File: config.mk
export PLATFORM = sky130hd
export DESIGN_NAME = evt_flag_host_flat
export DESIGN_NICKNAME = d
export VERILOG_FILES = /design/src/evt_flag_pkg.sv /design/src/evt_link_if.sv /design/src/evt_flag_host.sv /design/src/flat_wrapper.sv
export SDC_FILE = /design/constraint.sdc
export NUM_CORES = 1
export LEC_CHECK = 0
export BUFFER_PORTS_ARGS = -buffer_cell sky130_fd_sc_hd__buf_2
export CORE_MARGIN = 10
export CORE_UTILIZATION = 60
export CTS_BUF_LIST = sky130_fd_sc_hd__clkbuf_8
export DETAILED_ROUTE_END_ITERATION = 10
export PLACE_DENSITY_LB_ADDON = 0.08
export SLEW_MARGIN = 30
export SYNTH_ARGS = -nofsm -noshare
export SYNTH_HDL_FRONTEND = slang
export SYNTH_SLANG_ARGS = --single-unit
File: constraint.sdc
create_clock -name CORE_CLK_I -period 5.7 [get_ports CORE_CLK_I]
set_input_delay 1.14 -clock CORE_CLK_I [delete_from_list [all_inputs] [get_ports CORE_CLK_I]]
set_output_delay 1.14 -clock CORE_CLK_I [all_outputs]
set_load 0.02 [all_outputs]
File: src/evt_flag_pkg.sv
// Shared constants and types for the event flag unit and its servicing host.
// Notes on behaviour
// - Two active-low request lines, each with words.
// - Enable bit one passes event, zero blocks.
// - Events set flags whatever enable holds; sticky.
// - Line low while any enabled flag set.
// - Writing one clears a flag; zero keeps.
// - Line stays low until enabled flags cleared.
// - All enables zero after reset.
// - Reset-finished ignores its enable bit.
// - Every reset end sets reset-finished flag.
// - Second word bits 0-2 are idle-load events.
// - Second word bits 16-18 are condition events.
// - Second word bits 23-24 are peak events.
// - First word sign bits have phase detail.
// - Host reads companion before clearing its flag.
// - Host reads flags, writes same value back.
// - Host detects request on falling edge.
// - Host clears its latch entering service.
// - Phase detail updates with its own event flag.
package evt_flag_pkg;

  localparam int WORD_W = 32;
  localparam int ADDR_W = 4;
  localparam int COMP_N = 5;
  localparam int CIDX_W = 3;

  // Device register indices on the link.
  localparam logic [ADDR_W-1:0] REG_EN_FIRST = 4'h0;
  localparam logic [ADDR_W-1:0] REG_EN_SECOND = 4'h1;
  localparam logic [ADDR_W-1:0] REG_FL_FIRST = 4'h2;
  localparam logic [ADDR_W-1:0] REG_FL_SECOND = 4'h3;
  localparam logic [ADDR_W-1:0] REG_COMP_BASE = 4'h4;

  localparam int RST_DONE_BIT = 15;
  localparam logic [WORD_W-1:0] RST_DONE_MASK = 32'h0000_8000;

  // Companion order: idle load, condition, current peak, voltage peak,
  // power sign.
  localparam logic [COMP_N-1:0][WORD_W-1:0] COMP_MASK = {
    32'h0004_3fc0,
    32'h0100_0000,
    32'h0080_0000,
    32'h0007_0000,
    32'h0000_0007
  };
  // A one marks a companion that belongs to the first flag word.
  localparam logic [COMP_N-1:0] COMP_OF_FIRST = 5'h10;

  // Host software registers.
  localparam logic [ADDR_W-1:0] HREG_STATUS = 4'h0;
  localparam logic [ADDR_W-1:0] HREG_CLEAR = 4'h1;
  localparam logic [ADDR_W-1:0] HREG_ENABLE = 4'h2;
  localparam logic [ADDR_W-1:0] HREG_SNAP_FIRST = 4'h3;
  localparam logic [ADDR_W-1:0] HREG_SNAP_SECOND = 4'h4;
  localparam logic [ADDR_W-1:0] HREG_COMP_BASE = 4'h5;
  localparam logic [ADDR_W-1:0] HREG_DEV_EN_FIRST = 4'ha;
  localparam logic [ADDR_W-1:0] HREG_DEV_EN_SECOND = 4'hb;

  localparam int HST_W = 3;
  localparam int HST_FIRST_DONE = 0;
  localparam int HST_SECOND_DONE = 1;
  localparam int HST_RST_SEEN = 2;

  typedef enum logic [1:0] {
    SVC_IDLE = 2'h0,
    SVC_WAIT = 2'h1,
    SVC_CAPTURE = 2'h3,
    SVC_SCAN = 2'h2
  } svc_state_e;

endpackage

File: src/evt_link_if.sv
// Link between the event flag unit and the host that services it.
`timescale 1ns/100ps
interface evt_link_if;
  logic [evt_flag_pkg::ADDR_W-1:0] addr;
  logic [evt_flag_pkg::WORD_W-1:0] wdata;
  logic [evt_flag_pkg::WORD_W-1:0] rdata;
  logic wr;
  logic rd;
  logic request_line_first_n;
  logic request_line_second_n;

  modport dev (
    input addr,
    input wdata,
    input wr,
    input rd,
    output rdata,
    output request_line_first_n,
    output request_line_second_n
  );

  modport host (
    output addr,
    output wdata,
    output wr,
    output rd,
    input rdata,
    input request_line_first_n,
    input request_line_second_n
  );
endinterface

File: src/evt_flag_host.sv
// Host that services both request lines and reports to its own software.
//
// Chosen here: the address map and the strobed register port.
`timescale 1ns/100ps
module evt_flag_host (
  input wire logic CORE_CLK_I,
  input wire logic NRST_I,
  input wire logic [evt_flag_pkg::ADDR_W-1:0] ADDR_I,
  input wire logic [evt_flag_pkg::WORD_W-1:0] WDATA_I,
  input wire logic WR_I,
  input wire logic RD_I,
  output logic [evt_flag_pkg::WORD_W-1:0] RDATA_O,
  output logic IRQ_O,
  evt_link_if.host LINK
);

  typedef struct packed {
    evt_flag_pkg::svc_state_e state;
    logic [1:0] prev_n;
    logic [1:0] latch;
    logic line;
    logic rd_comp;
    logic [evt_flag_pkg::CIDX_W-1:0] cidx;
    logic [1:0][evt_flag_pkg::WORD_W-1:0] snap;
    logic [evt_flag_pkg::COMP_N-1:0][evt_flag_pkg::WORD_W-1:0] comp;
    logic [evt_flag_pkg::HST_W-1:0] status;
    logic [evt_flag_pkg::HST_W-1:0] enable;
    logic [1:0] pend;
    logic [1:0][evt_flag_pkg::WORD_W-1:0] pend_val;
    logic [evt_flag_pkg::ADDR_W-1:0] addr;
    logic [evt_flag_pkg::WORD_W-1:0] wdata;
    logic wr;
    logic rd;
    logic [evt_flag_pkg::WORD_W-1:0] rdata;
    logic irq;
  } host_state_s;

  host_state_s q;
  host_state_s d;
  logic [1:0] now_n;
  logic [evt_flag_pkg::WORD_W-1:0] need_src;
  logic [evt_flag_pkg::HST_W-1:0] ev;
  logic [evt_flag_pkg::ADDR_W-1:0] sw_comp;

  always_comb begin
    d = q;
    d.wr = 1'b0;
    d.rd = 1'b0;
    ev = '0;
    need_src = '0;
    sw_comp = ADDR_I - evt_flag_pkg::HREG_COMP_BASE;
    now_n = {LINK.request_line_second_n, LINK.request_line_first_n};
    d.prev_n = now_n;

    unique case (q.state)
      evt_flag_pkg::SVC_IDLE: begin
        if (q.pend[0]) begin
          d.pend[0] = 1'b0;
          d.wr = 1'b1;
          d.addr = evt_flag_pkg::REG_EN_FIRST;
          d.wdata = q.pend_val[0];
        end else if (q.pend[1]) begin
          d.pend[1] = 1'b0;
          d.wr = 1'b1;
          d.addr = evt_flag_pkg::REG_EN_SECOND;
          d.wdata = q.pend_val[1];
        end else if (q.latch != 2'h0) begin
          // The latch is dropped on entry; a new edge during service
          // sets it again and is serviced after return.
          d.line = q.latch[1];
          d.latch[q.latch[1]] = 1'b0;
          d.rd = 1'b1;
          d.rd_comp = 1'b0;
          d.addr = q.latch[1] ? evt_flag_pkg::REG_FL_SECOND :
                                evt_flag_pkg::REG_FL_FIRST;
          d.state = evt_flag_pkg::SVC_WAIT;
        end
      end
      evt_flag_pkg::SVC_WAIT: begin
        d.state = evt_flag_pkg::SVC_CAPTURE;
      end
      evt_flag_pkg::SVC_CAPTURE: begin
        if (q.rd_comp) begin
          d.comp[q.cidx] = LINK.rdata;
          d.cidx = q.cidx + 1'b1;
        end else begin
          d.snap[q.line] = LINK.rdata;
          d.cidx = '0;
        end
        d.state = evt_flag_pkg::SVC_SCAN;
      end
      evt_flag_pkg::SVC_SCAN: begin
        if (q.cidx == evt_flag_pkg::CIDX_W'(evt_flag_pkg::COMP_N)) begin
          // Every companion with a flag set in the snapshot is read, so the flags may now be cleared.
          d.wr = 1'b1;
          d.addr = q.line ? evt_flag_pkg::REG_FL_SECOND :
                            evt_flag_pkg::REG_FL_FIRST;
          d.wdata = q.snap[q.line];
          ev[q.line] = 1'b1;
          ev[evt_flag_pkg::HST_RST_SEEN] =
            q.line & q.snap[1][evt_flag_pkg::RST_DONE_BIT];
          d.state = evt_flag_pkg::SVC_IDLE;
        end else begin
          if (evt_flag_pkg::COMP_OF_FIRST[q.cidx] == ~q.line) begin
            need_src = q.snap[q.line];
          end
          if (|(need_src & evt_flag_pkg::COMP_MASK[q.cidx])) begin
            d.rd = 1'b1;
            d.rd_comp = 1'b1;
            d.addr = evt_flag_pkg::REG_COMP_BASE +
                     evt_flag_pkg::ADDR_W'(q.cidx);
            d.state = evt_flag_pkg::SVC_WAIT;
          end else begin
            d.cidx = q.cidx + 1'b1;
          end
        end
      end
    endcase

    // Falling edges set the latch after any clear above.
    d.latch = d.latch | (q.prev_n & ~now_n);

    // Software port.
    d.rdata = '0;
    if (WR_I) begin
      unique case (ADDR_I)
        evt_flag_pkg::HREG_CLEAR: begin
          d.status = q.status & ~WDATA_I[evt_flag_pkg::HST_W-1:0];
        end
        evt_flag_pkg::HREG_ENABLE: begin
          d.enable = WDATA_I[evt_flag_pkg::HST_W-1:0];
        end
        evt_flag_pkg::HREG_DEV_EN_FIRST: begin
          d.pend[0] = 1'b1;
          d.pend_val[0] = WDATA_I;
        end
        evt_flag_pkg::HREG_DEV_EN_SECOND: begin
          d.pend[1] = 1'b1;
          d.pend_val[1] = WDATA_I;
        end
        default: begin
        end
      endcase
    end
    if (RD_I) begin
      unique case (ADDR_I)
        evt_flag_pkg::HREG_STATUS: begin
          d.rdata[evt_flag_pkg::HST_W-1:0] = q.status;
        end
        evt_flag_pkg::HREG_ENABLE: begin
          d.rdata[evt_flag_pkg::HST_W-1:0] = q.enable;
        end
        evt_flag_pkg::HREG_SNAP_FIRST: begin
          d.rdata = q.snap[0];
        end
        evt_flag_pkg::HREG_SNAP_SECOND: begin
          d.rdata = q.snap[1];
        end
        default: begin
          if (ADDR_I >= evt_flag_pkg::HREG_COMP_BASE &&
              sw_comp < evt_flag_pkg::ADDR_W'(evt_flag_pkg::COMP_N)) begin
            d.rdata = q.comp[sw_comp[evt_flag_pkg::CIDX_W-1:0]];
          end
        end
      endcase
    end
    d.status = d.status | ev;
    d.irq = |(d.status & d.enable);
  end

  always_ff @(posedge CORE_CLK_I or negedge NRST_I) begin
    if (!NRST_I) begin
      q <= '0;
      q.prev_n <= 2'h3;
    end else begin
      q <= d;
    end
  end

  assign LINK.addr = q.addr;
  assign LINK.wdata = q.wdata;
  assign LINK.wr = q.wr;
  assign LINK.rd = q.rd;
  assign RDATA_O = q.rdata;
  assign IRQ_O = q.irq;

endmodule // evt_flag_host

File: src/flat_wrapper.sv
// flat-port wrapper written by rule: the top's interface ports become plain ports
module evt_flag_host_flat 
  (CORE_CLK_I, NRST_I, ADDR_I, WDATA_I, WR_I, RD_I, RDATA_O, IRQ_O, LINK_addr, LINK_wdata, LINK_wr, LINK_rd, LINK_rdata, LINK_request_line_first_n, LINK_request_line_second_n);
  evt_link_if LINK_i ();
  input wire logic CORE_CLK_I;
  input wire logic NRST_I;
  input wire logic [evt_flag_pkg::ADDR_W-1:0] ADDR_I;
  input wire logic [evt_flag_pkg::WORD_W-1:0] WDATA_I;
  input wire logic WR_I;
  input wire logic RD_I;
  output logic [evt_flag_pkg::WORD_W-1:0] RDATA_O;
  output logic IRQ_O;
  output wire logic [$bits(LINK_i.addr)-1:0] LINK_addr;
  output wire logic [$bits(LINK_i.wdata)-1:0] LINK_wdata;
  output wire logic [$bits(LINK_i.wr)-1:0] LINK_wr;
  output wire logic [$bits(LINK_i.rd)-1:0] LINK_rd;
  input wire logic [$bits(LINK_i.rdata)-1:0] LINK_rdata;
  input wire logic [$bits(LINK_i.request_line_first_n)-1:0] LINK_request_line_first_n;
  input wire logic [$bits(LINK_i.request_line_second_n)-1:0] LINK_request_line_second_n;
  assign LINK_addr = LINK_i.addr;
  assign LINK_wdata = LINK_i.wdata;
  assign LINK_wr = LINK_i.wr;
  assign LINK_rd = LINK_i.rd;
  assign LINK_i.rdata = LINK_rdata;
  assign LINK_i.request_line_first_n = LINK_request_line_first_n;
  assign LINK_i.request_line_second_n = LINK_request_line_second_n;
  evt_flag_host u_core (.CORE_CLK_I(CORE_CLK_I), .NRST_I(NRST_I), .ADDR_I(ADDR_I), .WDATA_I(WDATA_I), .WR_I(WR_I), .RD_I(RD_I), .RDATA_O(RDATA_O), .IRQ_O(IRQ_O), .LINK(LINK_i));
endmodule
==> results of run 1 <==
## final timing paths
| path | startpoint | endpoint | slack, ns | cells after the start |
|---|---|---|---|---|
| worst max-delay path | ADDR_I[0] | u_core.RDATA_O[16] | 2.73 | 9 |
| worst min-delay path | u_core.LINK.wdata[27] | u_core.LINK.wdata[27] | 0.48 | 1 |
| worst max register to register | u_core.q[376] | u_core.LINK.wdata[26] | 2.73 | 6 |
| worst min register to register | u_core.LINK.wdata[27] | u_core.LINK.wdata[27] | 0.48 | 1 |
| max in group asynchronous | NRST_I | u_core.q[84] | 3.96 | 2 |
| min in group asynchronous | NRST_I | u_core.q[99] | 0.58 | 1 |
## worst max-delay path: cells and delay by family
family                   cells  cell delay (ns)
AO/OA/AOI/OAI                3             0.39
AND/OR/NAND/NOR              1             0.09
XOR/XNOR                     1             0.72
buffers and inverters        3             0.65
adder cells (fa/ha/maj)      1             0.48
## cells in the final DEF (no fill, tap or decap), types with 2 or more instances in the layout
cell type	instances
or3_1	2
inv_1	35
a21oi_1	15
a21boi_1	30
mux2_1	4
clkbuf_8	81
ha_1	10
dfstp_2	2
clkinv_2	6
nand2_1	87
dfrtp_1	375
mux2_2	292
nor3_1	5
mux2i_1	34
a221o_1	2
o221ai_1	22
a21o_1	2
nand2b_1	7
a22oi_1	65
o21ai_1	11
and3b_1	2
buf_2	143
nand3_1	2
o21ai_0	76
o211ai_1	2
nor2_1	26
nor4_4	2
a21boi_0	3
buf_4	22
buf_12	2
mux4_2	32
nor2b_1	2
o21a_1	22
a22o_1	3
## sequential cells by signal, summed over array words and instances (netlist names)
register           flops
u_core.LINK.wr         1
u_core.IRQ_O           1
u_core.q             307
u_core.LINK.addr       4
u_core.LINK.wdata     32
u_core.LINK.rd         1
u_core.RDATA_O        32
## stage by stage
step	worst slack, ns	hold WS (ns)
after floorplan	2.67	0.452
after global placement	2.17	0.463
after detailed placement	2.11	0.475
after CTS	2.75	0.490
after global routing	2.49	0.493
final	2.73	0.483
## cells in the mapped netlist, drive strengths merged (2+ instances only)
cell | instances | share of area (%)
dfrtp | 376 | 53
mux2 | 296 | 19
buf | 128 | 5.1
nand2 | 88 | 1.9
o21ai | 87 | 2.5
a22oi | 65 | 2.8
a21boi | 34 | 1.4
mux2i | 34 | 1.9
mux4 | 32 | 4.1
clkbuf | 31 | 0.69
nor2 | 26 | 0.55
o21a | 22 | 0.94
o221ai | 22 | 1.1
a21oi | 15 | 0.43
ha | 10 | 0.71
inv | 10 | 0.21
nand2b | 7 | 0.25
nor3 | 6 | 0.20
nor4 | 4 | 0.35
a22o | 3 | 0.15
and2 | 3 | 0.13
nand3 | 3 | 0.11
nor2b | 3 | 0.11
a21o | 2 | 0.085
a221o | 2 | 0.11
and3b | 2 | 0.099
dfstp | 2 | 0.30
nor3b | 2 | 0.11
o211ai | 2 | 0.085
or3 | 2 | 0.071
## kinds of logic (layout without fill, tap and decap cells)
kind of cell    count (synthesis)  count (layout)
compound gates                263             263
xor+xnor                        1               1
fa+ha+maj                      10              10
buf+inv                       170             291
flops                         378             378
mux                           362             362
simple gates                  153             153
## where the power goes
| part | total (mW) | switching, mW | internal (mW) |
|---|---|---|---|
| combinational | 3.15 | 1.55 | 1.59 |
| clock | 2.30 | 1.04 | 1.26 |
| sequential | 4.49 | 0.715 | 3.77 |
## final cells by class
| class | count | area [sq um] | area share (%) |
|---|---|---|---|
| Clock buffer | 81 | 1110 | 5.78 |
| Clock inverter | 31 | 126 | 0.655 |
| Inverter | 11 | 42.5 | 0.221 |
| Multi-Input combinational cell | 789 | 7120 | 36.9 |
| Sequential cell | 378 | 9460 | 49.1 |
| Tap cell | 384 | 480 | 2.49 |
| Timing Repair Buffer | 168 | 936 | 4.85 |
## metal layers
metal / up-vias / track usage, %
li1: 4965 / -
met1: 5693 / 33.1
met2: 295 / 35.2
met3: 58 / 3.88
met4: 0 / 5.56
met5: - / 0
==> results.yml, run 1 <==
drt:
  antenna_left: 0
  drc: 0
  dr_wl_met3_microns: 2100
  drt_iter0_markers: 805
  dr.pass1.iters: 5
  met2_wirelength_microns: 19200
  routed_via_density: 5.98
  via_count: 11000
  wl_met1_microns: 19600
  wl_microns: 41700
  wl_per_cell_microns: 22.6
  routed.top_layer: "met4"
clock_network:
  clock_path_buffers: 3
  cts-htree-levels: 2
  cts.sinks: 378
  cts_hold_buf: 0
  postCtsSetupBuffers: 0
  cts_tree: "done"
  cts_buffers: 61
  insertion_delay_ns: 0.61
  cts-root-buf: "clkbuf_8"
  cts.repair.resized: 0
  path_clk_slew_ns: 0.06
layout:
  layout-drive-gt1-share_pct: 41.3
  layoutNonFillerInstCount: 1842
  areaGrowthSynthToFinish_pct: 9.48
  n_antenna_cell: 0
  fin_nets: 1493
  fill_cells: 2217
  postLayoutCoreUtil_pct: 66.8
  fin_area_sq_mm: 0.0193
grt:
  grt_max_degree: 119
  antenna_found_initial: 0
  grt_pass1_vias: 11400
  gr-total-overflow: 0
  grt_first_pass_wirelength_microns: 65800
  grt_usage_pct: 22.8
worst_setup_path:
  critPathMaxFanout: 36
  critPathCaptureType: "register"
  path_common_cell: "o21ai_0"
  worst_ep_required_time_ns: 6.22
  arrival_ns: 3.49
  cp-start-kind: "input pin"
  worstSetupPathType: "input pin to register"
  slowest_delay_ns: 0.72
  crit_chain: "buf_2 -> inv_1 -> ha_1 -> xor2_4 -> buf_4 -> nand2_1 -> o21ai_0 -> o21ai_0 -> a21boi_1"
  cpMaxStageDelayCell: "xor2_4"
timing:
  fin_crit_ns: 2.97
  period_share_pct: 52.2
  worstMarginPinSlew_ns: 0.876
  drv_slew: 0
  rsz0062_at_grt: "no"
  tns_ns: 0
  finalHoldViolations: 0
  setup_violations: 0
  slew_headroom_pct: 41.5
  timing.fmax_mhz: 336
  skew_ns: 0.0262
run_status:
  status: "finished clean"
yosys:
  yosys.area_share.simple_pct: 4.41
  yosys_warnings: 0
  synth_edf_count: 0
  ys_seq_area_share_pct: 53.7
  netlist_area_sq_mm: 0.0176
  async_flop_share_pct: 100
  synthAdderAreaFrac_pct: 0.710
  avgSynthCellArea_sq_um: 13.2
  synth_cells: 1337
  syn_nets: 1421
  synth_top_family_by_area: "multiplexers"
  synth-xor-area-share_pct: 0.0924
  yosysUniqueCellTypes: 63
  synth.area.mux_share_pct: 25.0
  ys_ff_latch: 378
  synth-compound-area-share_pct: 10.1
  synthFlopType: "dfrtp_1"
placed_design:
  globalplace.congestion: 0.844
  dpl.hpwl_microns: 27200
  dpl.cell_count: 1730
  io_buffers: 144
  placed_area_sq_mm: 0.0180
power_and_ir_drop:
  powerDensity_mw_per_mm2: 515
  peakVddDrop_mv: 0.274
  p_leak_nw: 8.63
  power_mw: 9.94
run:
  drv_cap: 0
floorplan:
  std_cell_rows: 62
  fp.dieH_microns: 191
  core_sq_mm: 0.0289
  die_w_microns: 191
  ios: 145
  dieArea_sq_mm: 0.0366
  initial_core_util_pct: 61.0
min_path:
  worstHoldPathType: "register to register"
(Power assumes the default switching activity.)
==> run 2: changes to the inputs <==
CORE_UTILIZATION = 56   (was 60)
clock period = 2.7 ns   (was 5.7 ns; I/O delays follow)
==> run 2 against run 1 <==
Global-route usage shrank 0.54 points. Clock skew decreased by 0.0076 ns. Sequential power rose by 110%. Non-clock buffer count up 26. Register-to-register slack worse by 2.4 ns. First-iteration DRC count shrank 14%. Die area up 6.4%. Final area rose by 1.1%. Sequential share of layout area fell by 0.54 points. Via count increased by 0.94%. Flip-flop and latch count did not move. Highest routed layer unchanged.
==> results.yml, run 2 (synthesized netlist as in run 1, its figures left out) <==
grt:
  grt_usage_pct: 22.3
  antenna_found_initial: 2
  grt_max_degree: 77
  grt_pass1_vias: 11500
  grt_first_pass_wirelength_microns: 68200
  gr-total-overflow: 0
clock_network:
  cts_buffers: 61
  cts_tree: "done"
  insertion_delay_ns: 0.60
  postCtsSetupBuffers: 0
  cts.repair.resized: 0
  cts_hold_buf: 1
  cts-htree-levels: 2
  cts.sinks: 378
  cts-root-buf: "clkbuf_8"
  path_clk_slew_ns: 0.06
  clock_path_buffers: 3
timing:
  worstMarginPinSlew_ns: 0.630
  timing.fmax_mhz: 428
  skew_ns: 0.0186
  finalHoldViolations: 0
  rsz0062_at_grt: "no"
  fin_crit_ns: 2.34
  drv_slew: 0
  slew_headroom_pct: 58.0
  tns_ns: 0
  final.setup.worst_slack_ns: 0.362
  period_share_pct: 86.6
  whs_ns: 0.0590
  setup_violations: 0
layout:
  fin_nets: 1519
  final_cell_mix: "375 x dfrtp_1, 292 x mux2_2, 143 x buf_2"
  layout_commonest_cell: "dfrtp_1"
  layout-drive-gt1-share_pct: 41.9
  postLayoutCoreUtil_pct: 63.2
  largest_reg_flops: 307
  top_register: "u_core.q"
  areaGrowthSynthToFinish_pct: 10.7
power_and_ir_drop:
  p_switching_mw: 6.94
  powerDensity_mw_per_mm2: 1070
  power_mw: 20.8
  p_comb_share_pct: 32.8
  power_frac_seq_pct: 45.6
  sw_frac_of_total_pct: 33.4
  p_leak_nw: 8.73
  peakVddDrop_mv: 0.494
  p_clk_share_pct: 21.6
  internal-power_mw: 13.8
drt:
  dr.pass1.iters: 5
  drc: 0
  wl_per_cell_microns: 23.1
  antenna_left: 0
  drt_iter0_markers: 693
  via_count: 11100
  wl_microns: 43200
  routed_via_density: 5.95
floorplan:
  fp.dieH_microns: 197
  initial_core_util_pct: 57.1
  ios: 145
  std_cell_rows: 64
  core_sq_mm: 0.0308
  die_w_microns: 197
  dieArea_sq_mm: 0.0389
worst_setup_path:
  rrSetupSlack_ns: 0.36
  cpMaxStageDelayCell: "dfrtp_1"
  critPathCaptureType: "register"
  r2r-start: "u_core.q[367]"
  worst_ep_required_time_ns: 3.17
  worstSetupPathType: "register to register"
  critical_path.endpoint: "u_core.LINK.addr[0]"
  critPathMaxFanout: 9
  crit_chain: "ha_1 -> ha_1 -> a211oi_1 -> a21oi_1 -> nor3_2 -> a21oi_1 -> mux2_2"
  regToRegEndpoint: "u_core.LINK.addr[0]"
  arrival_ns: 2.81
  cp-start-kind: "register"
  rr_worst_depth: 7
  cp-startpoint: "u_core.q[367]"
  slowest_delay_ns: 0.51
placed_design:
  globalplace.congestion: 0.837
  io_buffers: 144
  dpl.hpwl_microns: 29300
  dp_slack_ns: 0.298
run_status:
  status: "finished clean"
min_path:
  holdCritStartpoint: "LINK_request_line_first_n"
  worstHoldPathType: "input pin to register"
run:
  drv_cap: 0
run 2: changes by cell type in the layout (fill, tap and decap cells not counted), moves of 3 or more:
cell      delta
buf_4       +13
clkbuf_8    -10
buf_12      +12
inv_1        -3
run 2: routing by layer:
metal  global-route usage (%)  routed length [microns]  vias up
li1                         -                        -     5012
met1                     32.2                    20600     5789
met2                     34.3                    19800      265
met3                     3.76                     2070       49
met4                     5.53                      708        0
met5                        0                        0        -
run 2: cell type report:
type / instances / area [sq um]
Clock inverter: 28 / 116
Timing Repair Buffer: 194 / 1280
Clock buffer: 71 / 977
Fill cell: 2387 / 11300
Tap cell: 396 / 495
Antenna cell: 1 / 2.50
Sequential cell: 378 / 9460
Multi-Input combinational cell: 789 / 7110
Inverter: 11 / 42.5
run 2: critical path: cells and delay by family, from the launching register on:
| kind | cells | cell delay, ns |
|---|---|---|
| DFF | 1 | 0.51 |
| adders and majority gates | 2 | 0.48 |
| muxes | 1 | 0.30 |
| AOI/OAI and AO/OA | 3 | 0.53 |
| and+or+nand+nor | 1 | 0.41 |
run 2: power groups by stage:
stage | sequential, mW | combinational [mW] | clock (mW)
finish | 9.46 | 6.81 | 4.49
detailed placement | 9.52 | 6.86 | 0
floorplan | 8.98 | 5.62 | 0
CTS | 9.42 | 6.87 | 4.60
global route | 9.74 | 7.43 | 4.86
global placement | 9.43 | 6.68 | 0
run 2: worst min path at each step:
stage	to	cells past startpoint
floorplan	u_core.IRQ_O	0
global placement	u_core.q[181]	1
detailed placement	u_core.q[182]	1
CTS	u_core.q[374]	1
global route	u_core.q[374]	1
finish	u_core.q[374]	1
run 2: through the flow:
stage,cells,area [sq um]
2_1_floorplan,1337,17600
3_3_place_gp,1767,18400
3_5_place_dp,1767,18400
4_1_cts,1867,19500
5_1_grt,1868,19500
6_report,1868,19500
==> run 3: changes to the inputs <==
ABC_AREA = 1   (was default)
==> run 3 against run 2 <==
Wire length up 12%. Highest routed layer unchanged. Setup slack gained 0.0096 ns. Clock-buffer cell count is 25 higher. Core utilization shrank 0.22 points.
==> results.yml, run 3 <==
run_status:
  status: "finished clean"
drt:
  wl_microns: 48500
  drt_iter0_markers: 1188
  routed_via_density: 5.48
  drc: 0
  wl_per_cell_microns: 18.2
  via_count: 14600
  dr.pass1.iters: 5
  antenna_left: 0
yosys:
  ys_ff_latch: 378
  synthFlopType: "dfrtp_1"
  yosys_warnings: 0
  synthTopCellsByArea: "dfrtp_1 53%, nand2_1 12%, o21ai_0 9.8%"
  yosys.area.top_type: "dfrtp_1"
  netlist_area_sq_mm: 0.0177
  yosysMostFrequentCell: "nand2_1"
  synth_commonest_cells: "555 x nand2_1, 376 x dfrtp_1, 346 x o21ai_0"
  synth_edf_count: 0
  synth_top_area_share_pct: 53.1
  synth_cells: 2162
  syn_nets: 2246
  yosysUniqueCellTypes: 32
  avgSynthCellArea_sq_um: 8.19
  async_flop_share_pct: 100
  ys_seq_area_share_pct: 53.4
floorplan:
  core_sq_mm: 0.0314
  std_cell_rows: 65
  dieArea_sq_mm: 0.0392
  ios: 145
  fp.dieH_microns: 198
  die_w_microns: 198
  initial_core_util_pct: 56.4
layout:
  layout-drive-gt1-share_pct: 14.1
  fin_nets: 2301
  final_cell_mix: "553 x nand2_1, 376 x dfrtp_1, 346 x o21ai_0"
  fin_area_sq_mm: 0.0198
  layout_commonest_cell: "nand2_1"
  fill_cells: 2868
  largest_reg_flops: 307
  areaGrowthSynthToFinish_pct: 11.7
  top_register: "u_core.q"
  layoutNonFillerInstCount: 2664
clock_network:
  insertion_delay_ns: 0.58
  cts_buffers: 66
  cts-root-buf: "clkbuf_8"
  clock_path_buffers: 3
  postCtsSetupBuffers: 0
  cts-htree-levels: 3
  cts.sinks: 378
  path_clk_slew_ns: 0.06
  cts_tree: "done"
timing:
  skew_ns: 0.0270
  slew_headroom_pct: 54.9
  final.setup.worst_slack_ns: 0.372
  worstMarginPinSlew_ns: 0.676
  tns_ns: 0
  drv_slew: 0
  finalHoldViolations: 0
  timing.fmax_mhz: 430
  period_share_pct: 86.2
  fin_crit_ns: 2.33
  setup_violations: 0
  rsz0062_at_grt: "no"
power_and_ir_drop:
  sw_frac_of_total_pct: 36.2
  p_comb_share_pct: 28.3
  powerDensity_mw_per_mm2: 1020
  p_leak_nw: 9.92
  peakVddDrop_mv: 0.697
  p_switching_mw: 7.33
  power_frac_seq_pct: 44.9
  p_clk_share_pct: 26.8
  internal-power_mw: 12.9
worst_setup_path:
  cp-start-kind: "register"
  rr_worst_depth: 9
  critical_path.endpoint: "u_core.LINK.wdata[15]"
  regToRegEndpoint: "u_core.LINK.wdata[15]"
  worstSetupPathType: "register to register"
  r2r-start: "u_core.q[368]"
  critPathMaxFanout: 30
  cp-startpoint: "u_core.q[368]"
  rrSetupSlack_ns: 0.37
  critPathCaptureType: "register"
  arrival_ns: 2.77
  worst_ep_required_time_ns: 3.14
grt:
  grt_pass1_vias: 14500
  grt_max_degree: 92
  gr-total-overflow: 0
  grt_usage_pct: 25.1
  grt_first_pass_wirelength_microns: 78500
  antenna_found_initial: 1
min_path:
  worstHoldPathType: "input pin to register"
placed_design:
  placed_area_sq_mm: 0.0184
  dp_slack_ns: 0.346
  globalplace.congestion: 0.936
  dpl.cell_count: 2550
  io_buffers: 144
  dpl.hpwl_microns: 32800
run:
  drv_cap: 0
-- run 3: how the worst min path moves through the flow --
stage / slack (ns) / start / depth (start not counted) / end
3_3_place_gp: 0.45 / u_core.LINK.addr[1] / 2 / u_core.LINK.addr[1]
6_report: 0.08 / LINK_request_line_second_n / 1 / u_core.q[375]
5_1_grt: 0.06 / LINK_request_line_second_n / 1 / u_core.q[375]
2_1_floorplan: 0.24 / NRST_I / 0 / u_core.IRQ_O
3_5_place_dp: 0.45 / u_core.LINK.addr[1] / 2 / u_core.LINK.addr[1]
4_1_cts: 0.05 / LINK_request_line_second_n / 1 / u_core.q[375]
-- run 3: logic make-up after synthesis --
| group | after synthesis | share of synthesized area [%] |
|---|---|---|
| AND/OR/NAND/NOR | 833 | 19.4 |
| adder cells (fa/ha/maj) | 10 | 0.706 |
| buffers and inverters | 405 | 10.3 |
| flip-flops | 378 | 53.4 |
| AO/OA/AOI/OAI | 535 | 16.1 |
| XOR/XNOR | 1 | 0.0918 |
-- run 3: metal layers --
metal  track usage, %  vias up  wire (microns)
li1                 -     7080               -
met1             32.8     7056           20700
met2             41.9      384           24000
met3             4.29       89            2520
met4             7.83        0            1300
met5                0        -               0
-- run 3: stage by stage --
step	hold slack, ns	util, %	total power [mW]
global placement	0.450	58.5	14.7
global route	0.0568	63.0	21.8
CTS	0.0537	63.0	20.4
finish	0.0770	63.0	20.3
detailed placement	0.454	58.5	14.9
floorplan	0.244	-	13.3
-- run 3: power by group through the flow --
stage / clock network, mW / registers, mW / logic, mW
after floorplan: 0 / 8.74 / 4.53
after global placement: 0 / 9.11 / 5.59
after detailed placement: 0 / 9.14 / 5.77
after CTS: 5.51 / 9.07 / 5.80
after global routing: 5.78 / 9.34 / 6.63
final: 5.42 / 9.10 / 5.74
-- run 3: timing repair --
item | in CTS | in global routing
endpoints found under the hold margin | 17 | 0
resized for setup | 0 | 0
hold buffers | 1 | 0
-- run 3: final cells by class --
type	count	area (sq um)	area share [%]
clock inverters	16	67.6	0.342
flip-flops and latches	378	9460	47.8
well taps	402	503	2.54
diodes	1	2.50	0.0127
clock buffers	96	1320	6.68
repair buffers	192	1230	6.22
inverters	200	751	3.80
multi-input cells	1379	6440	32.6
-- run 3: worst max-delay path, stage by stage, from the launching register on --
cell	delay (ns)
dfrtp_1	0.49
inv_2	0.19
ha_1	0.22
nand2_1	0.11
nor2_4	0.19
inv_2	0.13
nand2_2	0.16
inv_2	0.27
a211oi_1	0.30
o21ai_0	0.11
